**src/dp_buf_pkg.sv**
```systemverilog
package dp_buf_pkg;
	localparam logic [1:0] PTR_NIL  = 2'h0;
	localparam logic [1:0] PTR_1    = 2'h1;
	localparam logic [1:0] PTR_2    = 2'h2;
	localparam logic [1:0] PTR_3    = 2'h3;
	localparam logic [1:0] OWN_NIL  = 2'h0;
	localparam logic [1:0] OWN_HOST = 2'h1;
	localparam logic [1:0] OWN_DEV  = 2'h2;
	localparam logic [1:0] OWN_SEND = 2'h3;
	// printed offsets are register indices; byte address is index times four
	localparam logic [5:0] IDX_CTRL      = 6'h01;
	localparam logic [5:0] IDX_RELOAD    = 6'h02;
	localparam logic [5:0] IDX_STATUS    = 6'h03;
	localparam logic [5:0] IDX_IN_OWN    = 6'h08;
	localparam logic [5:0] IDX_IN_PUB    = 6'h09;
	localparam logic [5:0] IDX_OUT_OWN   = 6'h0A;
	localparam logic [5:0] IDX_OUT_TAKE  = 6'h0B;
	localparam logic [5:0] IDX_DIAG_OWN  = 6'h0C;
	localparam logic [5:0] IDX_DIAG_SWAP = 6'h0D;
	localparam int CTRL_KICK      = 0;
	localparam int CTRL_SYNC_EN   = 1;
	localparam int CTRL_FREEZE_EN = 2;
	localparam int ST_PENDING     = 0;
	localparam int ST_CYCLIC      = 1;
	localparam int ST_OUT_HOLD    = 2;
	localparam int ST_IN_HOLD     = 3;
	localparam int ST_COUNT_LSB   = 16;
	localparam int TAKE_CLEARED   = 3;
	localparam int TAKE_NEW       = 2;
	localparam logic [15:0] RELOAD_RST  = 16'h0000;
	localparam logic [15:0] COUNT_ZERO  = 16'h0000;
	localparam logic [15:0] COUNT_ONE   = 16'h0001;

	// field order matches the ownership cells: F 7-6, U 5-4, N 3-2, D 1-0
	typedef struct packed {
		logic [1:0] f;
		logic [1:0] u;
		logic [1:0] n;
		logic [1:0] d;
	} buf_pos_t;

	localparam buf_pos_t POS_RST = '{f: PTR_3, u: PTR_2, n: PTR_NIL, d: PTR_1};

	typedef enum logic [1:0] {
		LINK_AWAIT  = 2'b01,
		LINK_CYCLIC = 2'b10
	} link_state_t;
endpackage

```
**src/dp_slave_buffer_exchange.sv**
```systemverilog
module dp_slave_buffer_exchange (
	input  wire logic        clk_i,
	input  wire logic        rst_i,
	input  wire logic        wb_cyc_i,
	input  wire logic        wb_stb_i,
	input  wire logic        wb_we_i,
	input  wire logic [7:0]  wb_adr_i,
	input  wire logic [31:0] wb_dat_i,
	input  wire logic [3:0]  wb_sel_i,
	output logic      [31:0] wb_dat_o,
	output logic             wb_ack_o,
	input  wire logic        out_rx_ok_i,
	input  wire logic        in_send_req_i,
	input  wire logic        exch_rx_i,
	input  wire logic        diag_fetched_i,
	input  wire logic        diag_static_i,
	input  wire logic        diag_sending_i,
	input  wire logic        gc_sync_i,
	input  wire logic        gc_unsync_i,
	input  wire logic        gc_freeze_i,
	input  wire logic        gc_unfreeze_i,
	input  wire logic        gc_wipe_i,
	input  wire logic        enter_await_i,
	input  wire logic        drop_master_i,
	input  wire logic        go_cyclic_i,
	input  wire logic        prm_cfg_pending_i,
	output logic             output_received_irq_o,
	output logic             diag_swap_done_o,
	output logic             diag_high_prio_o,
	output logic [1:0]       diag_send_buf_o,
	output logic [1:0]       dout_d_ptr_o,
	output logic [1:0]       din_d_ptr_o,
	output logic             dout_wipe_o,
	output logic             drop_master_o,
	output logic             cyclic_exchange_state_o
);
	dp_buf_pkg::buf_pos_t    out_r, out_nxt, out_bus;
	dp_buf_pkg::buf_pos_t    in_r, in_nxt, in_bus;
	dp_buf_pkg::link_state_t link_r;
	logic        out_new_r, out_new_nxt, n_clr_r, n_clr_nxt, u_clr_r, u_clr_nxt;
	logic        in_new_r, in_new_nxt;
	logic        out_hold_r, in_hold_r, d_held_r;
	logic        sync_en_r, freeze_en_r, kick_r, start_r;
	logic [15:0] reload_r, count_r;
	logic        pend_r, release_r;
	logic [1:0]  host_buf_r, active_r;
	logic        acc, rd, wr;
	logic [5:0]  idx;
	logic        wipe, rx_move, sync_move, take_cmd, take_done;
	logic        send_move, freeze_move, pub_cmd, swap_cmd, swap_now;
	logic        wd_hit, cyc;
	logic [31:0] rdata;

	// D (or U) goes to N; the free buffer, or the unfetched N, refills the source
	function automatic dp_buf_pkg::buf_pos_t push_n(input dp_buf_pkg::buf_pos_t p,
			input logic from_u);
		dp_buf_pkg::buf_pos_t q;
		logic [1:0] refill;
		q = p;
		q.n = from_u ? p.u : p.d;
		refill = (p.f != dp_buf_pkg::PTR_NIL) ? p.f : p.n;
		q.f = (p.f != dp_buf_pkg::PTR_NIL) ? p.n : dp_buf_pkg::PTR_NIL;
		q.u = from_u ? refill : p.u;
		q.d = from_u ? p.d : refill;
		return q;
	endfunction
	// N goes to D (or U); the old one becomes free
	function automatic dp_buf_pkg::buf_pos_t pull_n(input dp_buf_pkg::buf_pos_t p,
			input logic to_u);
		dp_buf_pkg::buf_pos_t q;
		q = p;
		q.n = dp_buf_pkg::PTR_NIL;
		q.f = to_u ? p.u : p.d;
		q.u = to_u ? p.n : p.u;
		q.d = to_u ? p.d : p.n;
		return q;
	endfunction

	function automatic logic [1:0] diag_code(input logic [1:0] b, input logic [1:0] host,
			input logic [1:0] act, input logic rel, input logic sending);
		logic [1:0] c;
		c = dp_buf_pkg::OWN_DEV;
		if (host == b) begin
			c = dp_buf_pkg::OWN_HOST;
		end else if (b == act) begin
			// while a release is pending the wire still carries the old buffer
			c = (sending & ~rel) ? dp_buf_pkg::OWN_SEND : dp_buf_pkg::OWN_DEV;
		end else if (rel) begin
			c = dp_buf_pkg::OWN_SEND;
		end
		return c;
	endfunction
	assign acc = wb_cyc_i & wb_stb_i & ~wb_ack_o;
	assign rd  = acc & ~wb_we_i;
	assign wr  = acc & wb_we_i;
	assign idx = wb_adr_i[7:2];
	assign cyc = (link_r == dp_buf_pkg::LINK_CYCLIC);
	assign wd_hit = cyc & exch_rx_i & ~kick_r & (count_r == dp_buf_pkg::COUNT_ONE);
	assign wipe = start_r | enter_await_i | drop_master_i | gc_wipe_i | wd_hit;
	assign rx_move   = out_rx_ok_i & ~out_hold_r & ~wipe;
	assign sync_move = (gc_sync_i | gc_unsync_i) & d_held_r & ~wipe & ~out_rx_ok_i;
	assign take_cmd  = rd & (idx == dp_buf_pkg::IDX_OUT_TAKE);
	assign send_move = in_send_req_i & ~in_hold_r & in_new_r;
	assign freeze_move = gc_freeze_i & freeze_en_r & in_new_r & ~in_send_req_i;
	assign pub_cmd   = rd & (idx == dp_buf_pkg::IDX_IN_PUB);
	assign swap_cmd  = rd & (idx == dp_buf_pkg::IDX_DIAG_SWAP);
	assign swap_now  = swap_cmd & (host_buf_r != dp_buf_pkg::PTR_NIL) & ~release_r;
	// bus-side move first, then the host command on its result
	always_comb begin
		out_bus = out_r;
		out_new_nxt = out_new_r;
		n_clr_nxt = n_clr_r;
		u_clr_nxt = u_clr_r;
		take_done = 1'b0;
		// wipe shifts the cleared D to N
		if (wipe | rx_move | sync_move) begin
			out_bus = push_n(out_r, 1'b0);
			out_new_nxt = 1'b1;
			n_clr_nxt = wipe;
		end
		out_nxt = out_bus;
		// take only when N is new
		if (take_cmd & out_new_nxt) begin
			out_nxt = pull_n(out_bus, 1'b1);
			u_clr_nxt = n_clr_nxt;
			out_new_nxt = 1'b0;
			take_done = 1'b1;
		end
	end

	always_comb begin
		in_bus = in_r;
		in_new_nxt = in_new_r;
		// fetch N before sending; skipped in hold mode
		if (send_move | freeze_move) begin
			in_bus = pull_n(in_r, 1'b0);
			in_new_nxt = 1'b0;
		end
		in_nxt = in_bus;
		if (pub_cmd) begin
			in_nxt = push_n(in_bus, 1'b1);
			in_new_nxt = 1'b1;
		end
	end

	always_ff @(posedge clk_i) begin
		if (rst_i) begin
			out_r <= dp_buf_pkg::POS_RST;
			out_new_r <= 1'b0;
			n_clr_r <= 1'b0;
			u_clr_r <= 1'b0;
			in_r <= dp_buf_pkg::POS_RST;
			in_new_r <= 1'b0;
		end else begin
			out_r <= out_nxt;
			out_new_r <= out_new_nxt;
			n_clr_r <= n_clr_nxt;
			u_clr_r <= u_clr_nxt;
			in_r <= in_nxt;
			in_new_r <= in_new_nxt;
		end
	end

	// output hold follows Sync/Unsync; d_held marks data parked in D
	always_ff @(posedge clk_i) begin
		if (rst_i) begin
			out_hold_r <= 1'b0;
			in_hold_r <= 1'b0;
			d_held_r <= 1'b0;
		end else begin
			out_hold_r <= (gc_sync_i & sync_en_r) | (out_hold_r & ~gc_unsync_i);
			in_hold_r <= (gc_freeze_i & freeze_en_r) | (in_hold_r & ~gc_unfreeze_i);
			d_held_r <= ~(wipe | sync_move) & (d_held_r | (out_rx_ok_i & out_hold_r));
		end
	end

	always_ff @(posedge clk_i) begin
		if (rst_i) begin
			host_buf_r <= dp_buf_pkg::PTR_2;
			active_r <= dp_buf_pkg::PTR_1;
			release_r <= 1'b0;
			diag_swap_done_o <= 1'b0;
		end else begin
			diag_swap_done_o <= 1'b0;
			if (swap_now) begin
				active_r <= host_buf_r;
				// a buffer still on the wire is handed back only after it is sent
				if (diag_sending_i) begin
					host_buf_r <= dp_buf_pkg::PTR_NIL;
					release_r <= 1'b1;
				end else begin
					host_buf_r <= active_r;
					diag_swap_done_o <= 1'b1;
				end
			end else if (release_r & ~diag_sending_i) begin
				host_buf_r <= active_r ^ 2'h3;
				release_r <= 1'b0;
				diag_swap_done_o <= 1'b1;
			end
		end
	end

	always_ff @(posedge clk_i) begin
		if (rst_i) begin
			pend_r <= 1'b0;
		end else if (swap_now) begin
			// set wins over a fetch in the same cycle
			pend_r <= 1'b1;
		end else if (diag_fetched_i & ~diag_static_i) begin
			// static-diagnosis bit of byte 0 keeps it set
			pend_r <= 1'b0;
		end
	end

	// cyclic state only with all telegrams acknowledged
	always_ff @(posedge clk_i) begin
		if (rst_i) begin
			link_r <= dp_buf_pkg::LINK_AWAIT;
		end else begin
			case (link_r)
				dp_buf_pkg::LINK_AWAIT: begin
					if (go_cyclic_i & ~prm_cfg_pending_i & ~enter_await_i) begin
						link_r <= dp_buf_pkg::LINK_CYCLIC;
					end
				end
				dp_buf_pkg::LINK_CYCLIC: begin
					if (enter_await_i | wd_hit) begin
						link_r <= dp_buf_pkg::LINK_AWAIT;
					end
				end
				default: begin
					link_r <= dp_buf_pkg::LINK_AWAIT;
				end
			endcase
		end
	end

	always_ff @(posedge clk_i) begin
		if (rst_i) begin
			count_r <= dp_buf_pkg::COUNT_ZERO;
		end else if (cyc & exch_rx_i) begin
			if (kick_r) begin
				count_r <= reload_r;
			end else if (count_r != dp_buf_pkg::COUNT_ZERO) begin
				count_r <= count_r - dp_buf_pkg::COUNT_ONE;
			end
		end
	end

	// software registers; a kick written in the clearing cycle survives
	always_ff @(posedge clk_i) begin
		if (rst_i) begin
			kick_r <= 1'b0;
			sync_en_r <= 1'b0;
			freeze_en_r <= 1'b0;
			reload_r <= dp_buf_pkg::RELOAD_RST;
		end else begin
			if (wr & (idx == dp_buf_pkg::IDX_CTRL) & wb_sel_i[0]) begin
				kick_r <= wb_dat_i[dp_buf_pkg::CTRL_KICK] | kick_r & ~(cyc & exch_rx_i);
				sync_en_r <= wb_dat_i[dp_buf_pkg::CTRL_SYNC_EN];
				freeze_en_r <= wb_dat_i[dp_buf_pkg::CTRL_FREEZE_EN];
			end else if (cyc & exch_rx_i) begin
				kick_r <= 1'b0;
			end
			if (wr & (idx == dp_buf_pkg::IDX_RELOAD)) begin
				if (wb_sel_i[0]) begin
					reload_r[7:0] <= wb_dat_i[7:0];
				end
				if (wb_sel_i[1]) begin
					reload_r[15:8] <= wb_dat_i[15:8];
				end
			end
		end
	end

	always_comb begin
		rdata = 32'h0000_0000;
		case (idx)
			dp_buf_pkg::IDX_CTRL: begin
				rdata[dp_buf_pkg::CTRL_KICK] = kick_r;
				rdata[dp_buf_pkg::CTRL_SYNC_EN] = sync_en_r;
				rdata[dp_buf_pkg::CTRL_FREEZE_EN] = freeze_en_r;
			end
			dp_buf_pkg::IDX_RELOAD: rdata[15:0] = reload_r;
			dp_buf_pkg::IDX_STATUS: begin
				rdata[dp_buf_pkg::ST_PENDING] = pend_r;
				rdata[dp_buf_pkg::ST_CYCLIC] = cyc;
				rdata[dp_buf_pkg::ST_OUT_HOLD] = out_hold_r;
				rdata[dp_buf_pkg::ST_IN_HOLD] = in_hold_r;
				rdata[31:16] = count_r;
			end
			dp_buf_pkg::IDX_IN_OWN: rdata[7:0] = in_r;
			dp_buf_pkg::IDX_IN_PUB: rdata[1:0] = in_nxt.n;
			dp_buf_pkg::IDX_OUT_OWN: rdata[7:0] = out_r;
			dp_buf_pkg::IDX_OUT_TAKE: begin
				rdata[dp_buf_pkg::TAKE_CLEARED] = u_clr_nxt;
				rdata[dp_buf_pkg::TAKE_NEW] = take_done;
				rdata[1:0] = out_nxt.u;
			end
			dp_buf_pkg::IDX_DIAG_OWN: begin
				// buffer 2 high, buffer 1 low
				rdata[3:2] = diag_code(dp_buf_pkg::PTR_2, host_buf_r, active_r, release_r,
					diag_sending_i);
				rdata[1:0] = diag_code(dp_buf_pkg::PTR_1, host_buf_r, active_r, release_r,
					diag_sending_i);
			end
			dp_buf_pkg::IDX_DIAG_SWAP: begin
				rdata[1:0] = swap_now ? (diag_sending_i ? dp_buf_pkg::PTR_NIL : active_r)
					: host_buf_r;
			end
			default: rdata = 32'h0000_0000;
		endcase
	end

	always_ff @(posedge clk_i) begin
		if (rst_i) begin
			wb_ack_o <= 1'b0;
			wb_dat_o <= 32'h0000_0000;
		end else begin
			wb_ack_o <= acc;
			wb_dat_o <= rd ? rdata : 32'h0000_0000;
		end
	end

	always_ff @(posedge clk_i) begin
		if (rst_i) begin
			start_r <= 1'b1;
			output_received_irq_o <= 1'b0;
			diag_high_prio_o <= 1'b0;
			diag_send_buf_o <= dp_buf_pkg::PTR_1;
			dout_d_ptr_o <= dp_buf_pkg::PTR_1;
			din_d_ptr_o <= dp_buf_pkg::PTR_1;
			dout_wipe_o <= 1'b0;
			drop_master_o <= 1'b0;
			cyclic_exchange_state_o <= 1'b0;
		end else begin
			start_r <= 1'b0;
			output_received_irq_o <= rx_move | sync_move;
			diag_high_prio_o <= pend_r;
			diag_send_buf_o <= active_r;
			dout_d_ptr_o <= out_r.d;
			din_d_ptr_o <= in_r.d;
			dout_wipe_o <= wipe;
			drop_master_o <= wd_hit | drop_master_i;
			cyclic_exchange_state_o <= cyc;
		end
	end
endmodule

```
**config.mk**
```make
export PLATFORM = sky130hd
export DESIGN_NAME = dp_slave_buffer_exchange
export DESIGN_NICKNAME = d
export VERILOG_FILES = /design/src/dp_buf_pkg.sv /design/src/dp_slave_buffer_exchange.sv
export SDC_FILE = /design/constraint.sdc
export NUM_CORES = 1
export LEC_CHECK = 0
export BUFFER_PORTS_ARGS = -buffer_cell sky130_fd_sc_hd__clkbuf_2
export CAP_MARGIN = 15
export CORE_UTILIZATION = 49
export DETAILED_ROUTE_END_ITERATION = 8
export PLACE_DENSITY = 0.8
export SLEW_MARGIN = 40
export SYNTH_ARGS = -nofsm -noshare
export SYNTH_HDL_FRONTEND = slang
export SYNTH_SLANG_ARGS = --single-unit
```
**constraint.sdc**
```tcl
create_clock -name clk_i -period 2.2 [get_ports clk_i]
set_clock_uncertainty 0.2 [all_clocks]
set_input_delay 0.22 -clock clk_i [delete_from_list [all_inputs] [get_ports clk_i]]
set_output_delay 0.22 -clock clk_i [all_outputs]
set_load 0.02 [all_outputs]
```
==> results of run 1 <==
[report_power, final]
group          total, W  internal (W)  leakage (nW)  switching, W
Combinational  0.000235      0.000110          1.58      0.000125
Sequential      0.00206       0.00204         0.906     0.0000197
Clock           0.00126      0.000562        0.0970      0.000695
Total           0.00356       0.00272          2.58      0.000840
[cells in the mapped netlist, drive strengths merged, types with 2 or more instances]
master	instances	share of area
or2	2	0.0026
dfxtp	112	0.46
nor2b	12	0.016
ha	3	0.0078
o41ai	4	0.0072
inv	14	0.011
o211ai	3	0.0047
a211oi	8	0.012
a22oi	13	0.020
a222oi	4	0.0083
a31oi	3	0.0039
a22o	3	0.0054
or3	3	0.0039
mux2i	20	0.041
a21o	3	0.0047
buf	5	0.0062
nand2b	7	0.0091
o21a	2	0.0031
nor3b	4	0.0072
nand4	7	0.010
nand2	63	0.049
o31ai	4	0.0062
nor2	68	0.054
o21ai	34	0.036
a21oi	41	0.043
and3	4	0.0052
o22ai	3	0.0039
nor3	19	0.020
and2	25	0.032
a221oi	4	0.0072
and4	2	0.0036
nand3	23	0.024
clkbuf	24	0.019
nor4	10	0.020
[registers in the layout, summed over array words and instances (netlist names), 2 cells and up]
register and flops:
out_r 8, dout_d_ptr_o 2, in_r 8, din_d_ptr_o 2
reload_r 16, host_buf_r 2, count_r 16, diag_send_buf_o 2
active_r 2, link_r 2, wb_dat_o 32
[worst register-to-register path, delay by kind of cell (launching register included)]
kind             cells  cell delay [ns]
AO/OA/AOI/OAI        4             0.98
AND/OR/NAND/NOR      1             0.44
flip-flops           1             0.32
[kinds of logic (layout without fill, tap and decap cells)]
family	Yosys count	in the layout	share of synthesized area
muxes	21	21	0.0437
buffers and inverters	43	191	0.0357
DFF	112	112	0.463
adders and majority gates	3	3	0.00776
and+or+nand+nor	253	253	0.266
AOI/OAI and AO/OA	136	136	0.184
[metrics by stage]
stage | cells | hold slack (ns) | worst slack, ns | power (W) | utilization
2_1_floorplan | 568 | 0.0477 | 0.0858 | 0.00220 | -
3_3_place_gp | 797 | 0.250 | 0.103 | 0.00229 | 0.598
3_5_place_dp | 797 | 0.249 | 0.0536 | 0.00230 | 0.598
4_1_cts | 843 | 0.00399 | 0.0148 | 0.00354 | 0.650
5_1_grt | 845 | 0.0461 | 0.0213 | 0.00366 | 0.655
6_report | 845 | 0.00886 | 0.114 | 0.00356 | 0.655
[worst max path at each step]
| stage | depth (start not counted) | to | slack, ns |
|---|---|---|---|
| floorplan | 7 | wb_dat_o[3] | 0.09 |
| global placement | 6 | wb_dat_o[0] | 0.10 |
| detailed placement | 6 | wb_dat_o[1] | 0.05 |
| CTS | 6 | wb_dat_o[1] | 0.01 |
| global route | 7 | out_r[7] | 0.02 |
| finish | 5 | in_hold_r | 0.11 |
[final cells by class]
| type | count | area (um^2) | share of cell area |
|---|---|---|---|
| clock inverters | 4 | 51.3 | 0.00832 |
| repair buffers | 161 | 1060 | 0.173 |
| well taps | 129 | 161 | 0.0262 |
| clock buffers | 12 | 145 | 0.0235 |
| flip-flops and latches | 112 | 2240 | 0.364 |
| inverters | 14 | 52.6 | 0.00853 |
| multi-input cells | 413 | 2450 | 0.397 |
[metal layers]
layer	track usage	share of wire	vias to the layer above
met1	0.306	0.41	2240
li1	-	-	2307
met4	0.120	0.032	0
met2	0.485	0.50	170
met5	0	0	-
met3	0.0449	0.054	32
[timing repair]
action,in CTS,in global routing
resized for setup,0,6
endpoints found under the hold margin,33,0
endpoints found under the setup margin,0,13
buffers inserted,0,2
hold buffers,30,0
==> flow_metrics.env, run 1 <==
export IMPL_num_nets_final=778
export IMPL_outcome="finished, final reports clean"
export IMPL_timing_critical_path_cells="dlygate4sd3_1 > clkbuf_2 > buf_4 > a21oi_1 > dlygate4sd3_1"
export IMPL_clock_tree_root_cell="sky130_fd_sc_hd__clkbuf_8"
export IMPL_crit_start="rst_i"
export IMPL_cts_inserted_buffers=9
export IMPL_finalCriticalPeriod_ns=2.09
export IMPL_synthesis_area_um2=4840
export IMPL_final_period_utilization=0.948
export IMPL_ant_nets=0
export IMPL_post_route_drc_count=0
export IMPL_required_arrival_time_at_the_worst_endpoint_ns=2.26
export IMPL_crit_slowest_cell="sky130_fd_sc_hd__dlygate4sd3_1"
export IMPL_path_buf_inv=4
export IMPL_cts_tree="built"
export IMPL_final_area_um2=6160
export IMPL_setup_worst_path_class="in2reg"
export IMPL_initial_antenna_violation_count=0
export IMPL_number_of_detailed_routing_iterations_run_before_antenna_repair=5
export IMPL_portBuffers=88
export IMPL_grt_pass1_vias=4554
export IMPL_timing_reg2reg_worst_path_depth=5
export IMPL_synth_cell_type_count=56
export IMPL_grt_start_max_net_pins=44
export IMPL_relSlewSlack=0.687
export IMPL_insertedDiodeCount=0
export IMPL_critical_path_reg2reg_startpoint="start_r"
export IMPL_cp_arrival_ns=2.15
export IMPL_hold_violations=0
export IMPL_max_cap_violations=0
export IMPL_fmax_ghz=0.479
export IMPL_setup_reg_to_reg_worst_slack_ns=0.15
export IMPL_post_synth_cell_area_avg_um2=8.52
export IMPL_cellPowerDensity_nw_per_um2=577
export IMPL_clock_latency_ns=0.37
export IMPL_route_vias_total=4749
export IMPL_syn_inst=568
export IMPL_grt_pass1_wl_um=21400
export IMPL_cts_root_to_sink_buffers=2
export IMPL_drt_vias_per_instance=5.62
export IMPL_dr_first_iter_drc_count=332
export IMPL_static_leakage_power_nw=2.58
export IMPL_detail_route_wl_per_cell_um=15.7
export IMPL_design_die_area_um2=10300
export IMPL_sink_of_the_worst_hold_path="link_r[0]"
export IMPL_core_area_um2=9420
export IMPL_final_layout_size_suffix_gt1_frac=0.228
export IMPL_critical_path_top_cell_by_count="sky130_fd_sc_hd__dlygate4sd3_1"
export IMPL_total_of_endpoints_with_negative_setup_slack_in_the_final_report=0
export IMPL_fraction_of_registers_with_async_set_or_reset_after_synthesis=0
export IMPL_start_util=0.514
export IMPL_seq_area_frac_synth=0.463
export IMPL_fillCellCount=771
export IMPL_synth_net_count=635
export IMPL_place_gp_congestion=0.984
export IMPL_globalRouteTotalUtil=0.267
export IMPL_critical_path_reg2reg_endpoint="wb_dat_o[1]"
export IMPL_cts_htree_levels=3
export IMPL_startpoint_type="input pin"
export IMPL_cts_clk_slew_worst_paths_ns=0.10
export IMPL_worstHoldPathCells=4
export IMPL_ys_warn_count=0
export IMPL_fin_tns_setup_ns=0
export IMPL_synth_edff_count=0
export IMPL_ios=109
export IMPL_layout_area_overhead_vs_synth_pct=27.4
export IMPL_dp_hpwl_um=9400
export IMPL_postSynth_topFlopCell="sky130_fd_sc_hd__dfxtp_1"
export IMPL_slowest_delay_ns=0.58
export IMPL_most_frequent_cells_in_the_layout="112 x sky130_fd_sc_hd__dfxtp_1, 88 x sky130_fd_sc_hd__clkbuf_2, 65 x sky130_fd_sc_hd__nor2_1"
export IMPL_maxSlewViolCount=0
export IMPL_dpl_cell_area_um2=5630
export IMPL_die_y_um=101
export IMPL_clkSinkCount=112
export IMPL_std_cell_rows=35
export IMPL_unrepaired_setup_endpoints_after_global_routing="no"
export IMPL_worst_slew_pin_transition_ns=0.457
export IMPL_worst_setup_path_end_kind="flop"
export IMPL_grt_overflow=0
export IMPL_detail_route_wirelength_um=13300
export IMPL_timing_hold_worst_start="prm_cfg_pending_i"
export IMPL_max_vdd_ir_drop_mv=0.394
export IMPL_timing_hold_worst_class="in2reg"
export IMPL_layout_cells_most_common="sky130_fd_sc_hd__dfxtp_1"
export IMPL_cp_top_family="buffers and inverters"
export IMPL_fp_dieW_um=101
export IMPL_critical_path_peak_fanout=43
export IMPL_ys_seq_elements=112
Power figures use the tool's default switching activity.
==> run 2, diff against run 1 <==
Settings changed: PLACE_DENSITY 0.8 to not set, PLACE_DENSITY_LB_ADDON set to 0.2, REMOVE_ABC_BUFFERS set to 1.
==> run 2 against run 1 <==
Compared with the run above: count of clock-buffer cells in the layout is 3 lower; wire length is 1.2% higher; critical path type is now reg2reg; register-to-register slack worse by 0.07 ns; highest routed layer unchanged; combinational power is 3% higher; non-clock buffer count is 4 higher; largest cell class unchanged; global-route usage is 0.19 points higher; sequential power hardly changed; worst setup slack worse by 0.033 ns; first-iteration DRC count is 21% lower; worst hold slack better by 0.014 ns.
==> flow_metrics.env, run 2 (synthesis gave the netlist of run 1 again) <==
export IMPL_cts_inserted_buffers=9
export IMPL_max_cap_violations=0
export IMPL_initial_antenna_violation_count=0
export IMPL_static_leakage_power_nw=2.60
export IMPL_std_cell_rows=35
export IMPL_cts_clk_slew_worst_paths_ns=0.11
export IMPL_place_gp_congestion=0.949
export IMPL_ios=109
export IMPL_dr_first_iter_drc_count=262
export IMPL_most_frequent_cells_in_the_layout="112 x sky130_fd_sc_hd__dfxtp_1, 88 x sky130_fd_sc_hd__clkbuf_2, 65 x sky130_fd_sc_hd__nor2_1"
export IMPL_insertedDiodeCount=0
export IMPL_detail_route_wl_per_cell_um=15.8
export IMPL_route_vias_total=4800
export IMPL_clock_tree_root_cell="sky130_fd_sc_hd__clkbuf_8"
export IMPL_dpl_cell_area_um2=5680
export IMPL_required_arrival_time_at_the_worst_endpoint_ns=2.26
export IMPL_outcome="finished, final reports clean"
export IMPL_clkSinkCount=112
export IMPL_grt_pass1_wl_um=21300
export IMPL_number_of_flip_flops_under_the_largest_register_name=32
export IMPL_startpoint_type="flop"
export IMPL_number_of_detailed_routing_iterations_run_before_antenna_repair=5
export IMPL_dp_worst_setup_slack_ns=0.00855
export IMPL_cp_top_family="compound AO/OA/AOI/OAI gates"
export IMPL_slowest_delay_ns=0.49
export IMPL_timing_hold_worst_start="rst_i"
export IMPL_drt_vias_per_instance=5.67
export IMPL_crit_start="start_r"
export IMPL_portBuffers=88
export IMPL_crit_slowest_cell="sky130_fd_sc_hd__a311oi_4"
export IMPL_fin_ws_ns=0.0810
export IMPL_final_layout_size_suffix_gt1_frac=0.231
export IMPL_total_of_endpoints_with_negative_setup_slack_in_the_final_report=0
export IMPL_fp_dieW_um=101
export IMPL_detail_route_wirelength_um=13400
export IMPL_hold_violations=0
export IMPL_finalCriticalPeriod_ns=2.12
export IMPL_reg_top3="wb_dat_o x32, count_r x16, reload_r x16"
export IMPL_cellPowerDensity_nw_per_um2=573
export IMPL_layout_area_overhead_vs_synth_pct=28.0
export IMPL_grt_pass1_vias=4545
export IMPL_power_w=0.00355
export IMPL_path_buf_inv=0
export IMPL_final_period_utilization=0.963
export IMPL_clock_latency_ns=0.37
export IMPL_timing_critical_path_cells="or3_1 > a311oi_4 > a21oi_1 > o311a_1"
export IMPL_start_util=0.514
export IMPL_post_route_util=0.658
export IMPL_grt_overflow=0
export IMPL_timing_hold_worst_class="in2reg"
export IMPL_num_nets_final=782
export IMPL_critical_path_reg2reg_startpoint="start_r"
export IMPL_maxSlewViolCount=0
export IMPL_post_route_drc_count=0
export IMPL_design_die_area_um2=10300
export IMPL_worst_setup_path_end_kind="flop"
export IMPL_largest_register="wb_dat_o"
export IMPL_worst_slew_pin_transition_ns=0.427
export IMPL_grt_start_max_net_pins=43
export IMPL_cts_htree_levels=3
export IMPL_relSlewSlack=0.707
export IMPL_fmax_ghz=0.472
export IMPL_max_vdd_ir_drop_mv=0.292
export IMPL_setup_worst_path_class="reg2reg"
export IMPL_cts_root_to_sink_buffers=2
export IMPL_final_area_um2=6190
export IMPL_unrepaired_setup_endpoints_after_global_routing="yes"
export IMPL_cp_arrival_ns=2.18
export IMPL_globalRouteTotalUtil=0.269
export IMPL_layout_cells_most_common="sky130_fd_sc_hd__dfxtp_1"
export IMPL_ant_nets=0
export IMPL_core_area_um2=9420
export IMPL_dp_hpwl_um=9400
export IMPL_die_y_um=101
export IMPL_cts_tree="built"
export IMPL_critical_path_peak_fanout=8
==> run 2: cell count changes in the layout (fill, tap and decap cells not counted) <==
cell,delta
sky130_fd_sc_hd__a21oi_4,-1
sky130_fd_sc_hd__clkinv_2,-1
sky130_fd_sc_hd__nor2b_2,-1
sky130_fd_sc_hd__inv_8,+1
sky130_fd_sc_hd__nor2b_1,+1
sky130_fd_sc_hd__buf_4,+3
sky130_fd_sc_hd__buf_12,+1
sky130_fd_sc_hd__clkinv_4,+2
sky130_fd_sc_hd__clkinvlp_4,-1
sky130_fd_sc_hd__clkbuf_8,-1
sky130_fd_sc_hd__a21oi_2,+1
sky130_fd_sc_hd__clkbuf_1,-2
==> run 2: timing repair <==
action,in CTS,in global routing
gates resized for setup,1,3
setup endpoints to repair,2,8
pin swaps,0,2
hold buffers,30,0
setup buffers,0,1
hold endpoints to repair,31,0
==> run 2: power by group <==
group / switching [W] / leakage, nW / internal [W]
clock network: 0.000710 / 0.0977 / 0.000531
logic: 0.000128 / 1.60 / 0.000115
registers: 0.0000182 / 0.906 / 0.00204
total: 0.000856 / 2.60 / 0.00269
==> run 2: per-layer routing <==
metal  share of wire  track usage
met4           0.033        0.151
met3           0.056       0.0393
met1            0.43        0.326
met2            0.48        0.457
met5               0            0
==> run 2: worst paths after layout <==
check,depth (start not counted),slack (ns),to
min reg2reg,2,0.28,in_new_r
min,2,0.02,start_r
max reg2reg,4,0.08,wb_dat_o[3]
max,4,0.08,wb_dat_o[3]
==> run 2: layout make-up <==
type | count | area, um^2
repair buffers | 165 | 1110
clock inverters | 5 | 67.6
well taps | 129 | 161
inverters | 14 | 52.6
clock buffers | 9 | 124
flip-flops and latches | 112 | 2240
fillers | 779 | 3220
multi-input cells | 413 | 2440
==> run 2: stage by stage <==
stage	hold WS [ns]	cells	TNS (ns)
2_1_floorplan	0.0477	539	-17.46
3_3_place_gp	0.244	802	0
3_5_place_dp	0.260	802	0
4_1_cts	0.00715	846	0
5_1_grt	0.0118	847	-0.0437
6_report	0.0232	847	0
==> run 2: worst reg2reg max path, cell delays in order (launching register included) <==
cell and delay, ns:
sky130_fd_sc_hd__dfxtp_1 0.31, sky130_fd_sc_hd__or3_1 0.44, sky130_fd_sc_hd__a311oi_4 0.49, sky130_fd_sc_hd__a21oi_1 0.18, sky130_fd_sc_hd__o311a_1 0.40
